===== src/pkg/pin_mux_pkg.sv =====
// constants for the pin function select and port block
// assumes an apb slave with byte data in the low lane
package pin_mux_pkg;
    localparam int PORT_COUNT = 4;
    localparam int PORT_WIDTH = 8;
    localparam int PORT_A     = 0;
    localparam int PORT_B     = 1;
    localparam int PORT_C     = 2;
    localparam int PORT_F     = 3;
    // register byte addresses
    localparam logic [7:0] ADDR_PF_LOW       = 8'h00;
    localparam logic [7:0] ADDR_PF_HIGH      = 8'h04;
    localparam logic [7:0] ADDR_TIMER_ROUTE  = 8'h08;
    localparam logic [7:0] ADDR_SERIAL_ROUTE = 8'h0C;
    localparam logic [7:0] ADDR_PE_HIGH      = 8'h10;
    localparam logic [7:0] ADDR_BIT_OP       = 8'h14;
    localparam logic [7:0] ADDR_WAKE_EN      = 8'h18;
    localparam logic [3:0] PORT_ROW_BASE     = 4'h2;
    localparam logic [3:0] PORT_DATA_OFS     = 4'h0;
    localparam logic [3:0] PORT_CTRL_OFS     = 4'h4;
    localparam logic [3:0] PORT_PIN_OFS      = 4'h8;
    // implemented bits; the rest read zero
    localparam logic [7:0] PF_LOW_MASK       = 8'hFF;
    localparam logic [7:0] PF_HIGH_MASK      = 8'h3F;
    localparam logic [7:0] TIMER_ROUTE_MASK  = 8'hC9;
    localparam logic [7:0] SERIAL_ROUTE_MASK = 8'h71;
    localparam logic [7:0] PE_HIGH_MASK      = 8'hFF;
    localparam logic [7:0] SELECT_RESET      = 8'h00;
    localparam logic [7:0] PORT_RESET        = 8'hFF;
    // field positions
    localparam int F3_SEL_LSB         = 6;
    localparam int F2_SEL_LSB         = 4;
    localparam int F1_SEL_LSB         = 2;
    localparam int F0_SEL_LSB         = 0;
    localparam int TIMER1_CAPTURE_POS = 6;
    localparam int TIMER2_CLOCK_POS   = 3;
    localparam int SERIAL_DATA_POS    = 5;
    localparam int SERIAL_CLOCK_POS   = 4;
    localparam int BIT_OP_VALUE_POS   = 3;
    localparam int BIT_OP_CTRL_POS    = 4;
    localparam int BIT_OP_PORT_LSB    = 5;
    // selector codes
    localparam logic [1:0] CODE_GPIO   = 2'h0;
    localparam logic [1:0] CODE_LCD    = 2'h1;
    localparam logic [1:0] CODE_ANALOG = 2'h2;
    localparam logic [1:0] CODE_OPAMP  = 2'h3;
endpackage : pin_mux_pkg


===== src/verilog/pin_function_select.sv =====
// pin function select, input routing and port registers behind apb
// assumes a zero-wait apb master on clk; pins are asynchronous
//
// The APB interface to the registers and the register addresses were chosen for this implementation.
`timescale 1ns/1ps
`default_nettype none
// Behaviour
// - port f.3: 00/11 gpio, 01 lcd segment 24, 10 analog input 7
// - port f.2: 00/11 gpio, 01 lcd segment 23, 10 analog input 6
// - port f.1: 00 gpio, 10 analog input 5, 11 opamp non-inverting; 01 reserved
// - port f.0: 00 gpio, 10 analog input 4, 11 opamp inverting; 01 reserved
// - timer 1 capture from port a.3 when bit 6 clear, c.0 when set
// - timer 2 clock from port c.3 when bit 3 clear, a.7 when set
// - serial data in from port a.6 when bit 5 clear, b.3 when set
// - serial clock in from port a.5 when bit 4 clear, b.2 when set
// - reset sets every port data and direction register to all ones
// - output pin with untouched data latch drives high
// - bit set/clear reads whole port, changes one bit, writes byte back
// - in sleep or idle, falling edge on enabled port a pin wakes
// - wake enable is per port a pin, any combination allowed
module pin_function_select
    import pin_mux_pkg::*;
(
    input  wire logic                                  clk,
    input  wire logic                                  resetn,
    input  wire logic                                  psel,
    input  wire logic                                  penable,
    input  wire logic                                  pwrite,
    input  wire logic [7:0]                            paddr,
    input  wire logic [31:0]                           pwdata,
    input  wire logic [3:0]                            pstrb,
    output logic      [31:0]                           prdata,
    output logic                                       pready,
    output logic                                       pslverr,
    input  wire logic [PORT_COUNT-1:0][PORT_WIDTH-1:0] port_pin_in,
    output logic      [PORT_COUNT-1:0][PORT_WIDTH-1:0] port_pin_out,
    output logic      [PORT_COUNT-1:0][PORT_WIDTH-1:0] port_pin_oe_n,
    input  wire logic                                  low_power,
    output logic                                       wake,
    output logic                                       lcd_segment_24_en,
    output logic                                       lcd_segment_23_en,
    output logic                                       analog_input_7_en,
    output logic                                       analog_input_6_en,
    output logic                                       analog_input_5_en,
    output logic                                       analog_input_4_en,
    output logic                                       opamp_noninverting_input_en,
    output logic                                       opamp_inverting_input_en,
    output logic                                       timer1_capture_input,
    output logic                                       timer2_external_clock,
    output logic                                       serial_data_input,
    output logic                                       serial_clock_input
);
    logic [7:0] port_f_low_function_select;
    logic [7:0] port_f_high_function_select;
    logic [7:0] timer_input_pin_routing;
    logic [7:0] serial_input_pin_routing;
    logic [7:0] port_e_high_function_select;
    logic [7:0] wake_enable;
    logic [7:0] next_pf_low;
    logic [7:0] next_pf_high;
    logic [7:0] next_timer_route;
    logic [7:0] next_serial_route;
    logic [7:0] next_pe_high;
    logic [7:0] next_wake_enable;

    logic [PORT_COUNT-1:0][PORT_WIDTH-1:0] port_data;
    logic [PORT_COUNT-1:0][PORT_WIDTH-1:0] port_ctrl;
    logic [PORT_COUNT-1:0][PORT_WIDTH-1:0] pin_level;
    logic [PORT_COUNT-1:0][PORT_WIDTH-1:0] gpio_enable;
    logic [PORT_COUNT-1:0]                 wr_data;
    logic [PORT_COUNT-1:0]                 wr_ctrl;
    logic [PORT_COUNT-1:0]                 bit_op;

    logic       access;
    logic       wr_en;
    logic       port_hit;
    logic [3:0] port_row;
    logic [1:0] port_idx;
    logic       mapped;
    logic [7:0] rd_byte;
    logic [1:0] f3_code;
    logic [1:0] f2_code;
    logic [1:0] f1_code;
    logic [1:0] f0_code;

    // gpio unless a real alternate function is picked; lcd pins treat 11
    // as gpio, opamp pins treat reserved 01 as gpio
    function automatic logic is_gpio(input logic [1:0] code, input logic lcd_pin);
        if (lcd_pin) return (code == CODE_GPIO) || (code == CODE_OPAMP);
        return (code == CODE_GPIO) || (code == CODE_LCD);
    endfunction : is_gpio

    // ---- apb decode; zero wait states, so pready follows access ----
    assign access   = psel && penable;
    assign port_row = paddr[7:4] - PORT_ROW_BASE;
    assign port_idx = port_row[1:0];
    assign port_hit = (paddr[7:4] >= PORT_ROW_BASE) && (port_row < 4'(PORT_COUNT));
    assign wr_en    = access && pwrite && pstrb[0] && mapped;
    assign pready   = access;
    assign pslverr  = access && !mapped;

    // read mux; unimplemented bits read zero because the write masks keep them clear
    always_comb begin
        mapped  = 1'b1;
        rd_byte = 8'h00;
        if (paddr[1:0] != 2'h0) begin
            mapped = 1'b0;
        end else if (port_hit) begin
            unique case (paddr[3:0])
                PORT_DATA_OFS: rd_byte = port_data[port_idx];
                PORT_CTRL_OFS: rd_byte = port_ctrl[port_idx];
                PORT_PIN_OFS:  rd_byte = pin_level[port_idx];
                default:       mapped = 1'b0;
            endcase
        end else begin
            unique case (paddr)
                ADDR_PF_LOW:       rd_byte = port_f_low_function_select;
                ADDR_PF_HIGH:      rd_byte = port_f_high_function_select;
                ADDR_TIMER_ROUTE:  rd_byte = timer_input_pin_routing;
                ADDR_SERIAL_ROUTE: rd_byte = serial_input_pin_routing;
                ADDR_PE_HIGH:      rd_byte = port_e_high_function_select;
                ADDR_BIT_OP:       rd_byte = 8'h00;
                ADDR_WAKE_EN:      rd_byte = wake_enable;
                default:           mapped = 1'b0;
            endcase
        end
    end
    assign prdata = {24'h000000, rd_byte};

    // select and routing registers; write masks keep reserved bits zero
    always_comb begin
        next_pf_low       = port_f_low_function_select;
        next_pf_high      = port_f_high_function_select;
        next_timer_route  = timer_input_pin_routing;
        next_serial_route = serial_input_pin_routing;
        next_pe_high      = port_e_high_function_select;
        next_wake_enable  = wake_enable;
        if (wr_en) begin
            unique case (paddr)
                ADDR_PF_LOW:       next_pf_low = pwdata[7:0] & PF_LOW_MASK;
                ADDR_PF_HIGH:      next_pf_high = pwdata[7:0] & PF_HIGH_MASK;
                ADDR_TIMER_ROUTE:  next_timer_route = pwdata[7:0] & TIMER_ROUTE_MASK;
                ADDR_SERIAL_ROUTE: next_serial_route = pwdata[7:0] & SERIAL_ROUTE_MASK;
                ADDR_PE_HIGH:      next_pe_high = pwdata[7:0] & PE_HIGH_MASK;
                ADDR_WAKE_EN:      next_wake_enable = pwdata[7:0];
                default:           next_wake_enable = wake_enable;
            endcase
        end
    end

    always_ff @(posedge clk) begin
        if (!resetn) begin
            port_f_low_function_select  <= SELECT_RESET;
            port_f_high_function_select <= SELECT_RESET;
            timer_input_pin_routing     <= SELECT_RESET;
            serial_input_pin_routing    <= SELECT_RESET;
            port_e_high_function_select <= SELECT_RESET;
            wake_enable                 <= SELECT_RESET;
        end else begin
            port_f_low_function_select  <= next_pf_low;
            port_f_high_function_select <= next_pf_high;
            timer_input_pin_routing     <= next_timer_route;
            serial_input_pin_routing    <= next_serial_route;
            port_e_high_function_select <= next_pe_high;
            wake_enable                 <= next_wake_enable;
        end
    end

    // port write strobes; a bit op names its port in its own field
    always_comb begin
        for (int p = 0; p < PORT_COUNT; p++) begin
            wr_data[p] = wr_en && port_hit && (port_idx == 2'(p)) && (paddr[3:0] == PORT_DATA_OFS);
            wr_ctrl[p] = wr_en && port_hit && (port_idx == 2'(p)) && (paddr[3:0] == PORT_CTRL_OFS);
            bit_op[p]  = wr_en && (paddr == ADDR_BIT_OP)
                         && (pwdata[BIT_OP_PORT_LSB +: 2] == 2'(p));
        end
    end

    // ---- port f function decode ----
    assign f3_code = port_f_low_function_select[F3_SEL_LSB +: 2];
    assign f2_code = port_f_low_function_select[F2_SEL_LSB +: 2];
    assign f1_code = port_f_low_function_select[F1_SEL_LSB +: 2];
    assign f0_code = port_f_low_function_select[F0_SEL_LSB +: 2];

    assign lcd_segment_24_en           = (f3_code == CODE_LCD);
    assign analog_input_7_en           = (f3_code == CODE_ANALOG);
    assign lcd_segment_23_en           = (f2_code == CODE_LCD);
    assign analog_input_6_en           = (f2_code == CODE_ANALOG);
    assign analog_input_5_en           = (f1_code == CODE_ANALOG);
    assign opamp_noninverting_input_en = (f1_code == CODE_OPAMP);
    assign analog_input_4_en           = (f0_code == CODE_ANALOG);
    assign opamp_inverting_input_en    = (f0_code == CODE_OPAMP);

    // digital drive is released on pins taken by an alternate function;
    // port f pins 4 to 6 lose it on code 01, the only non-gpio code there
    always_comb begin
        gpio_enable                 = '1;
        gpio_enable[PORT_F][3]      = is_gpio(f3_code, 1'b1);
        gpio_enable[PORT_F][2]      = is_gpio(f2_code, 1'b1);
        gpio_enable[PORT_F][1]      = is_gpio(f1_code, 1'b0);
        gpio_enable[PORT_F][0]      = is_gpio(f0_code, 1'b0);
        for (int b = 0; b < 3; b++) begin
            gpio_enable[PORT_F][4 + b] = (port_f_high_function_select[2 * b +: 2] != CODE_LCD);
        end
    end

    // ---- alternate input routing from synchronised pin levels ----
    assign timer1_capture_input  = timer_input_pin_routing[TIMER1_CAPTURE_POS]
                                   ? pin_level[PORT_C][0] : pin_level[PORT_A][3];
    assign timer2_external_clock = timer_input_pin_routing[TIMER2_CLOCK_POS]
                                   ? pin_level[PORT_A][7] : pin_level[PORT_C][3];
    assign serial_data_input     = serial_input_pin_routing[SERIAL_DATA_POS]
                                   ? pin_level[PORT_B][3] : pin_level[PORT_A][6];
    assign serial_clock_input    = serial_input_pin_routing[SERIAL_CLOCK_POS]
                                   ? pin_level[PORT_B][2] : pin_level[PORT_A][5];

    // ---- ports ----
    for (genvar g = 0; g < PORT_COUNT; g++) begin : g_port
        port_bank #(.WIDTH(PORT_WIDTH)) u_port (
            .clk          (clk),
            .resetn       (resetn),
            .pin_in       (port_pin_in[g]),
            .gpio_enable  (gpio_enable[g]),
            .wr_data      (wr_data[g]),
            .wr_ctrl      (wr_ctrl[g]),
            .wr_value     (pwdata[PORT_WIDTH-1:0]),
            .bit_op       (bit_op[g]),
            .bit_op_ctrl  (pwdata[BIT_OP_CTRL_POS]),
            .bit_op_index (pwdata[2:0]),
            .bit_op_value (pwdata[BIT_OP_VALUE_POS]),
            .data         (port_data[g]),
            .ctrl         (port_ctrl[g]),
            .pin_level    (pin_level[g]),
            .pin_out      (port_pin_out[g]),
            .pin_oe_n     (port_pin_oe_n[g])
        );
    end

    wake_detect #(.WIDTH(PORT_WIDTH)) u_wake (
        .clk         (clk),
        .resetn      (resetn),
        .pin_level   (pin_level[PORT_A]),
        .wake_enable (wake_enable),
        .low_power   (low_power),
        .wake        (wake)
    );
endmodule : pin_function_select
`default_nettype wire


===== src/verilog/port_bank.sv =====
// one i/o port: data latch, direction control, pin sync
// assumes pins are asynchronous and a bus master gives one-cycle write strobes
`timescale 1ns/1ps
`default_nettype none
module port_bank
    import pin_mux_pkg::*;
#(
    parameter int WIDTH = PORT_WIDTH
) (
    input  wire logic             clk,
    input  wire logic             resetn,
    input  wire logic [WIDTH-1:0] pin_in,
    input  wire logic [WIDTH-1:0] gpio_enable,
    input  wire logic             wr_data,
    input  wire logic             wr_ctrl,
    input  wire logic [WIDTH-1:0] wr_value,
    input  wire logic             bit_op,
    input  wire logic             bit_op_ctrl,
    input  wire logic [2:0]       bit_op_index,
    input  wire logic             bit_op_value,
    output logic      [WIDTH-1:0] data,
    output logic      [WIDTH-1:0] ctrl,
    output logic      [WIDTH-1:0] pin_level,
    output logic      [WIDTH-1:0] pin_out,
    output logic      [WIDTH-1:0] pin_oe_n
);
    logic [WIDTH-1:0] pin_meta;
    logic [WIDTH-1:0] next_data;
    logic [WIDTH-1:0] next_ctrl;
    logic [WIDTH-1:0] rmw_word;
    logic             data_touched; // latch written since reset
    logic             next_touched;

    initial begin
        if (WIDTH < 1 || WIDTH > 8) $error("port_bank WIDTH must be 1 to 8");
    end

    // bit op rewrites the whole byte; on the data latch the source is the
    // pin level, so input pins get their sampled level copied into the latch
    always_comb begin
        rmw_word = bit_op_ctrl ? ctrl : pin_level;
        rmw_word[bit_op_index] = bit_op_value;
        next_data = data;
        next_ctrl = ctrl;
        next_touched = data_touched | wr_data | (bit_op && !bit_op_ctrl);
        if (wr_data) next_data = wr_value;
        if (wr_ctrl) next_ctrl = wr_value;
        if (bit_op && !bit_op_ctrl) next_data = rmw_word;
        if (bit_op && bit_op_ctrl) next_ctrl = rmw_word;
    end

    always_ff @(posedge clk) begin
        if (!resetn) begin
            data <= PORT_RESET[WIDTH-1:0];
            ctrl <= PORT_RESET[WIDTH-1:0];
            data_touched <= 1'b0;
        end else begin
            data <= next_data;
            ctrl <= next_ctrl;
            data_touched <= next_touched;
        end
    end

    // two-stage sync; pin_meta feeds only pin_level
    always_ff @(posedge clk) begin
        pin_meta  <= pin_in;
        pin_level <= pin_meta;
    end

    // latch drives the pin directly, so an output with untouched latch is high
    assign pin_out  = data;
    assign pin_oe_n = ctrl | ~gpio_enable;
endmodule : port_bank
`default_nettype wire


===== src/verilog/wake_detect.sv =====
// falling-edge wake detector for port a
// assumes pin_level is already synchronised to clk
`timescale 1ns/1ps
`default_nettype none
module wake_detect
    import pin_mux_pkg::*;
#(
    parameter int WIDTH = PORT_WIDTH
) (
    input  wire logic             clk,
    input  wire logic             resetn,
    input  wire logic [WIDTH-1:0] pin_level,
    input  wire logic [WIDTH-1:0] wake_enable,
    input  wire logic             low_power,
    output logic                  wake
);
    logic [WIDTH-1:0] pin_prev;
    logic             next_wake;

    initial begin
        if (WIDTH < 1) $error("wake_detect WIDTH must be positive");
    end

    // any enabled pin going high to low counts, only while asleep or idle
    always_comb begin
        next_wake = low_power && |(pin_prev & ~pin_level & wake_enable);
    end

    // prev starts high, so a pin held low through reset looks like a fall on the first cycle after it
    always_ff @(posedge clk) begin
        if (!resetn) begin
            pin_prev <= {WIDTH{1'b1}};
            wake     <= 1'b0;
        end else begin
            pin_prev <= pin_level;
            wake     <= next_wake;
        end
    end
endmodule : wake_detect
`default_nettype wire

===== config.mk =====
export PLATFORM = sky130hd
export DESIGN_NAME = pin_function_select
export DESIGN_NICKNAME = d
export VERILOG_FILES = /design/src/pkg/pin_mux_pkg.sv /design/src/verilog/pin_function_select.sv /design/src/verilog/port_bank.sv /design/src/verilog/wake_detect.sv
export SDC_FILE = /design/constraint.sdc
export NUM_CORES = 1
export LEC_CHECK = 0
export BUFFER_PORTS_ARGS = -buffer_cell sky130_fd_sc_hd__buf_4
export CORE_MARGIN = 8
export CORE_UTILIZATION = 55
export DETAILED_ROUTE_END_ITERATION = 6
export PLACE_DENSITY = 0.77
export SLEW_MARGIN = 20
export SYNTH_ARGS = -nofsm -noshare
export SYNTH_HDL_FRONTEND = slang
export SYNTH_HIERARCHICAL = 1
export SYNTH_SLANG_ARGS = --single-unit

===== constraint.sdc =====
create_clock -name clk -period 3.8 [get_ports clk]
set_input_delay 0.76 -clock clk [delete_from_list [all_inputs] [get_ports clk]]
set_output_delay 0.76 -clock clk [all_outputs]
set_load 0.02 [all_outputs]

### Word level (Yosys, flattened, before mapping)

Index checks and enable logic that the tools add are counted.

* output and inout bits: 111
* logic and storage cells: 174
* register bits after elaboration: 175

* order comparisons: 5
* eq/ne operators: 29
* bitwise gates (word level): 5
* multiplexer cells: 44
* add/subtract/negate cells: 1
* reductions and logical operators: 66

Operator list (count)
* 8-bit 2-to-1 mux: 25
* 8-bit binary-select mux with 2-bit select: 3
* 8-bit case mux with 6 select lines: 1
* 1-bit logical AND: 34
* 8-bit bitwise mux: 4
* 2-bit equality test, second input constant: 12
* 8-bit by 5-bit equality test with 1-bit output, second input constant: 3
* 8-bit case mux with 3 select lines: 1
* 2-bit nonzero test: 9
* 8-bit AND: 2
* 8-bit by 4-bit equality test with 1-bit output, second input constant: 2
* 8-bit inverter: 2
* 2-bit by 1-bit equality test with 1-bit output, second input constant: 6
* 2-bit zero test: 6
* 2-bit AND reduction: 6
* 1-bit 2-to-1 mux: 9
* 8-bit by 3-bit equality test with 1-bit output, second input constant: 1
* 8-bit zero test: 1
* 8-bit bitwise OR: 1
* 8-bit OR reduction: 1
* 7-bit OR reduction: 1
* 2-bit by 1-bit inequality test with 1-bit output, second input constant: 3
* 4-bit by 3-bit equality test with 1-bit output, second input constant: 1
* 4-bit equality test, second input constant: 1
* 11 further kinds: 15

### Logic depth before layout (Yosys ltp)

* word-level depth: 11
* mapped depth: 13
* gate-level depth less buffers: 9

### By module

Netlist, hierarchy kept.

By module, submodules not included
* port_bank at g_port[0].u_port ...: area an instance 1345.0 sq um, instances 3, cells an instance 133, sequential area each 640.6 sq um
* pin_function_select: area an instance 3208.1 sq um, instances 1, cells an instance 342, sequential area each 760.7 sq um
* port_bank at g_port[3].u_port: area an instance 1418.9 sq um, instances 1, cells an instance 138, sequential area each 640.6 sq um
* wake_detect: area an instance 300.3 sq um, instances 1, cells an instance 31, sequential area each 180.2 sq um

### Worst setup path after synthesis

Ideal clock, no wire load.

* path kind: input port to output port
* start point: input paddr[5]
* end point: output prdata[6]
* required time: 3040 ps
* slack: -534 ps
* path buffers: 3
* cell stages on the path: 9
* arrival time: 3574 ps
* path through: buf_2 -> buf_1 -> clkbuf_1 -> inv_1 -> ha_1 -> xnor2_1 -> o211a_1 -> a221oi_1 -> a2111oi_0

* longest elaborated chain between the ends: 6
* elaborated cells between the ends (all ways): 20
* classes of those cells: 1 x add/sub; 2 x order compare; 5 x eq/ne; 10 x mux; 2 x reduce/logical

Ends and longest elaborated chain
* start: declaration: line pin_function_select.sv:29 `input wire logic [7:0] paddr,`
* 4-bit by 2-bit subtractor with 4-bit output: line pin_function_select.sv:95 `assign port_row = paddr[7:4] - PORT_ROW_BASE;`
* 8-bit binary-select mux with 2-bit select, on equally long branches: line pin_function_select.sv:112, pin_function_select.sv:110, pin_function_select.sv:111
* 8-bit 2-to-1 mux, on equally long branches: line pin_function_select.sv:112, pin_function_select.sv:110, pin_function_select.sv:111
* 8-bit case mux with 3 select lines: line pin_function_select.sv:109 `unique case (paddr[3:0])`
* 8-bit 2-to-1 mux (*): line pin_function_select.sv:108 `end else if (port_hit) begin`
* 8-bit 2-to-1 mux (*): line pin_function_select.sv:106 `if (paddr[1:0] != 2'h0) begin`
* end: declaration: line pin_function_select.sv:32 `output logic [31:0] prdata,`

Every way passes the cells marked *; elsewhere a longest branch is shown, timed or not. The select of a mux whose other input is x is not followed.

### Worst setup path after layout

* start point: input paddr[4]
* end point: output prdata[5]

Same word-level chain as after synthesis.

==> flow_metrics.py <==
metrics = {
    "worst_setup_path": {
        "crit_fanout": 32,
        "start_kind": "primary input",
        "critical_path.endpoint_type": "output pin",
        "worst-setup-path-type": "in -> out",
        "reg2reg_from": "g_port[0].u_port/pin_level[2]",
        "timing.rr.end": "u_wake/wake",
        "cp.arrival_ns": 2.75,
        "ff2ff_path_depth": 3,
        "cp.required_ns": 3.04,
        "r2r_slack_ns": 2.33,
    },
    "synth": {
        "async_reset_ff_frac": 0,
        "dominantRegCellSynth": "dfxtp_1",
        "synth_edf_count": 0,
        "avgSynthCellArea_um2": 9.849,
        "yosys_warnings": 6,
        "ys_ff_latch": 175,
        "ys_seq_area_frac": 0.3909,
        "syn_inst": 910,
        "synth_area_leader_cell": "dfxtp_1",
        "yosysMostFrequentCell": "dfxtp_1",
        "netlist_top_cells_area": "dfxtp_1, mux2i_1, mux4_2",
        "synth_cell_types": 61,
        "synth_area_mm2": 0.008962,
        "synth_commonest_cells": "dfxtp_1, mux2i_1, nand2b_1",
        "synth_top_area_frac": 0.3909,
    },
    "clock_tree": {
        "cts_tree": "built",
        "path_clk_slew_ns": 0.06,
        "clock-sinks": 175,
        "clockBufferDepth": 2,
        "cts_setup_buffers": 0,
        "ctsResizeCount": 0,
        "cts_made_buffers": 17,
        "hold_buffers": 0,
        "cts_root_buf": "clkbuf_16",
        "clock_latency_ns": 0.43,
        "htreeDepth": 4,
    },
    "timing": {
        "slew_headroom": 0.4449,
        "worstMarginPinSlew_ns": 0.8327,
        "clock_skew_ns": 0.005221,
        "fmax_ghz": 0.2847,
        "fin_tns_setup_ns": 0,
        "report.final.slew_viol_count": 0,
        "rsz0062_at_grt": "false",
        "setup_viol": 0,
        "finalCritPeriodShare": 0.9243,
        "period_needed_ns": 3.512,
        "hold_violations": 0,
    },
    "detailed_routing": {
        "dr_wl_met2_mm": 12.46,
        "ant_nets": 0,
        "wl_met1_mm": 11.35,
        "drt_iter0_drc": 848,
        "drc_errors": 0,
        "vias": 7817,
        "via_per_inst": 6.249,
        "dr.pass1.iters": 5,
        "wirelength_mm": 28.08,
        "routedWlPerCell_um": 22.45,
        "highest_layer": "met4",
        "wl_met3_mm": 2.771,
    },
    "grt": {
        "overflow": 0,
        "antenna_found_initial": 0,
        "grt_max_degree": 83,
        "grt_first_pass_wirelength_mm": 42.75,
        "track_usage": 0.2729,
        "grt_pass1_vias": 7496,
    },
    "run": {
        "cap_violations": 0,
    },
    "floorplanning": {
        "initial_utilization": 0.5642,
        "die_h_um": 143.7,
        "dieArea_mm2": 0.02064,
        "ios": 193,
        "core_mm2": 0.01589,
        "num_rows": 46,
        "die_w_um": 143.7,
    },
    "placed_design": {
        "hpwl_mm": 19.63,
        "routabilityCongestion": 0.9277,
        "portBuffers": 141,
    },
    "layout": {
        "area_growth_syn_to_layout_pct": 17.66,
        "nets": 1110,
        "fin_util": 0.6638,
        "n_antenna_cell": 0,
        "drive_gt1_frac": 0.2444,
    },
    "power_and_ir_drop": {
        "irDropWorstVdd_v": 0.0003203,
        "leakage_nw": 3.954,
        "powerDensity_mw_per_mm2": 391.1,
    },
    "min_path": {
        "hold_depth": 0,
        "whs_endpoint": "g_port[3].u_port/pin_level[5]",
        "hold_path.class": "reg -> reg",
        "hold_path.startpoint": "g_port[3].u_port/pin_meta[5]",
    },
    "run_status": {
        "status": "finished clean",
    },
}
## metrics by stage
| step | area (µm²) | worst slack (ns) | hold slack (ns) | cells | power [mW] |
|---|---|---|---|---|---|
| 4_1_cts | 10550 | 0.3302 | 0.3272 | 1251 | 4.126 |
| 3_5_place_dp | 9911 | 0.3107 | 0.3121 | 1219 | 2.297 |
| 2_1_floorplan | 9146 | 0.04903 | 0.3096 | 957 | 2.162 |
| 5_1_grt | 10550 | 0.1804 | 0.3304 | 1251 | 4.238 |
| 3_3_place_gp | 9911 | 0.3255 | 0.3104 | 1219 | 2.292 |
| 6_report | 10550 | 0.2876 | 0.3266 | 1251 | 4.124 |
## where the power goes
part	total, mW	internal (mW)	leakage, nW	switching (mW)
sequential	1.91	1.87	1.44	0.0317
combinational	0.362	0.127	2.21	0.235
clock	1.86	1.11	0.306	0.744
## worst max-delay path by stage
stage / from / end / slack [ns]
finish: paddr[4] / prdata[5] / 0.29
global route: paddr[5] / prdata[3] / 0.18
CTS: paddr[4] / prdata[5] / 0.33
detailed placement: paddr[4] / g_port[1].u_port/ctrl[7] / 0.31
global placement: paddr[4] / g_port[1].u_port/ctrl[5] / 0.33
floorplan: paddr[5] / prdata[4] / 0.05
## flip-flops by register name, indices dropped and copies added, names as in the netlist
register and cells:
serial_input_pin_routing 4, g_port.u_port/data 32, u_wake/pin_prev 8, g_port.u_port/ctrl 32, port_f_low_function_select 8, u_wake/wake 1, g_port.u_port/pin_meta 32, g_port.u_port/pin_level 32
wake_enable 8, port_e_high_function_select 8, port_f_high_function_select 6, timer_input_pin_routing 4
## worst max-delay path, stage by stage
cell and delay [ns]:
buf_4 0.41, mux4_2 0.56, mux2_2 0.27, a22oi_1 0.36, a22oi_1 0.18, buf_4 0.19
## cell type report
| type | instances | area [µm²] |
|---|---|---|
| Clock buffer | 21 | 480.5 |
| Clock inverter | 11 | 153.9 |
| Fill cell | 1328 | 5340 |
| Inverter | 22 | 82.58 |
| Multi-Input combinational cell | 640 | 4808 |
| Sequential cell | 175 | 3503 |
| Tap cell | 216 | 270.3 |
| Timing Repair Buffer | 166 | 1246 |
## cells by family after synthesis
group	after synthesis	share of synthesized area
flops	175	0.3909
xor+xnor	1	0.0009774
compound gates	169	0.1409
other cells	2	0.0008380
mux	133	0.1857
fa+ha+maj	6	0.008376
simple gates	282	0.1794
buf+inv	142	0.09298
## placed cells by master, fill, tap and decap left out, types with 7 or more instances in the layout
master	synthesis	final
a21oi_1	9	9
a22oi_1	8	8
a31oi_1	9	9
a32oi_1	37	37
and2_1	8	8
buf_4	58	166
clkbuf_16	0	17
conb_1	2	49
dfxtp_1	175	175
inv_1	22	21
mux2_2	16	16
mux2i_1	92	92
mux4_2	25	25
nand2_1	40	40
nand2b_1	60	60
nand3_1	29	29
nand4_1	7	7
nor2_1	54	54
nor2b_1	14	14
nor3_1	17	17
o2111ai_1	19	19
o211ai_1	25	25
o21ai_0	29	28
o31ai_1	9	9
or4b_1	8	8
## metal layers
layer | global-route usage | up-vias
met3 | 0.05707 | 99
met1 | 0.3549 | 3685
li1 | - | 3513
met2 | 0.4109 | 520
met4 | 0.1616 | 0
met5 | 0 | -
Power figures use the tool's default switching activity.
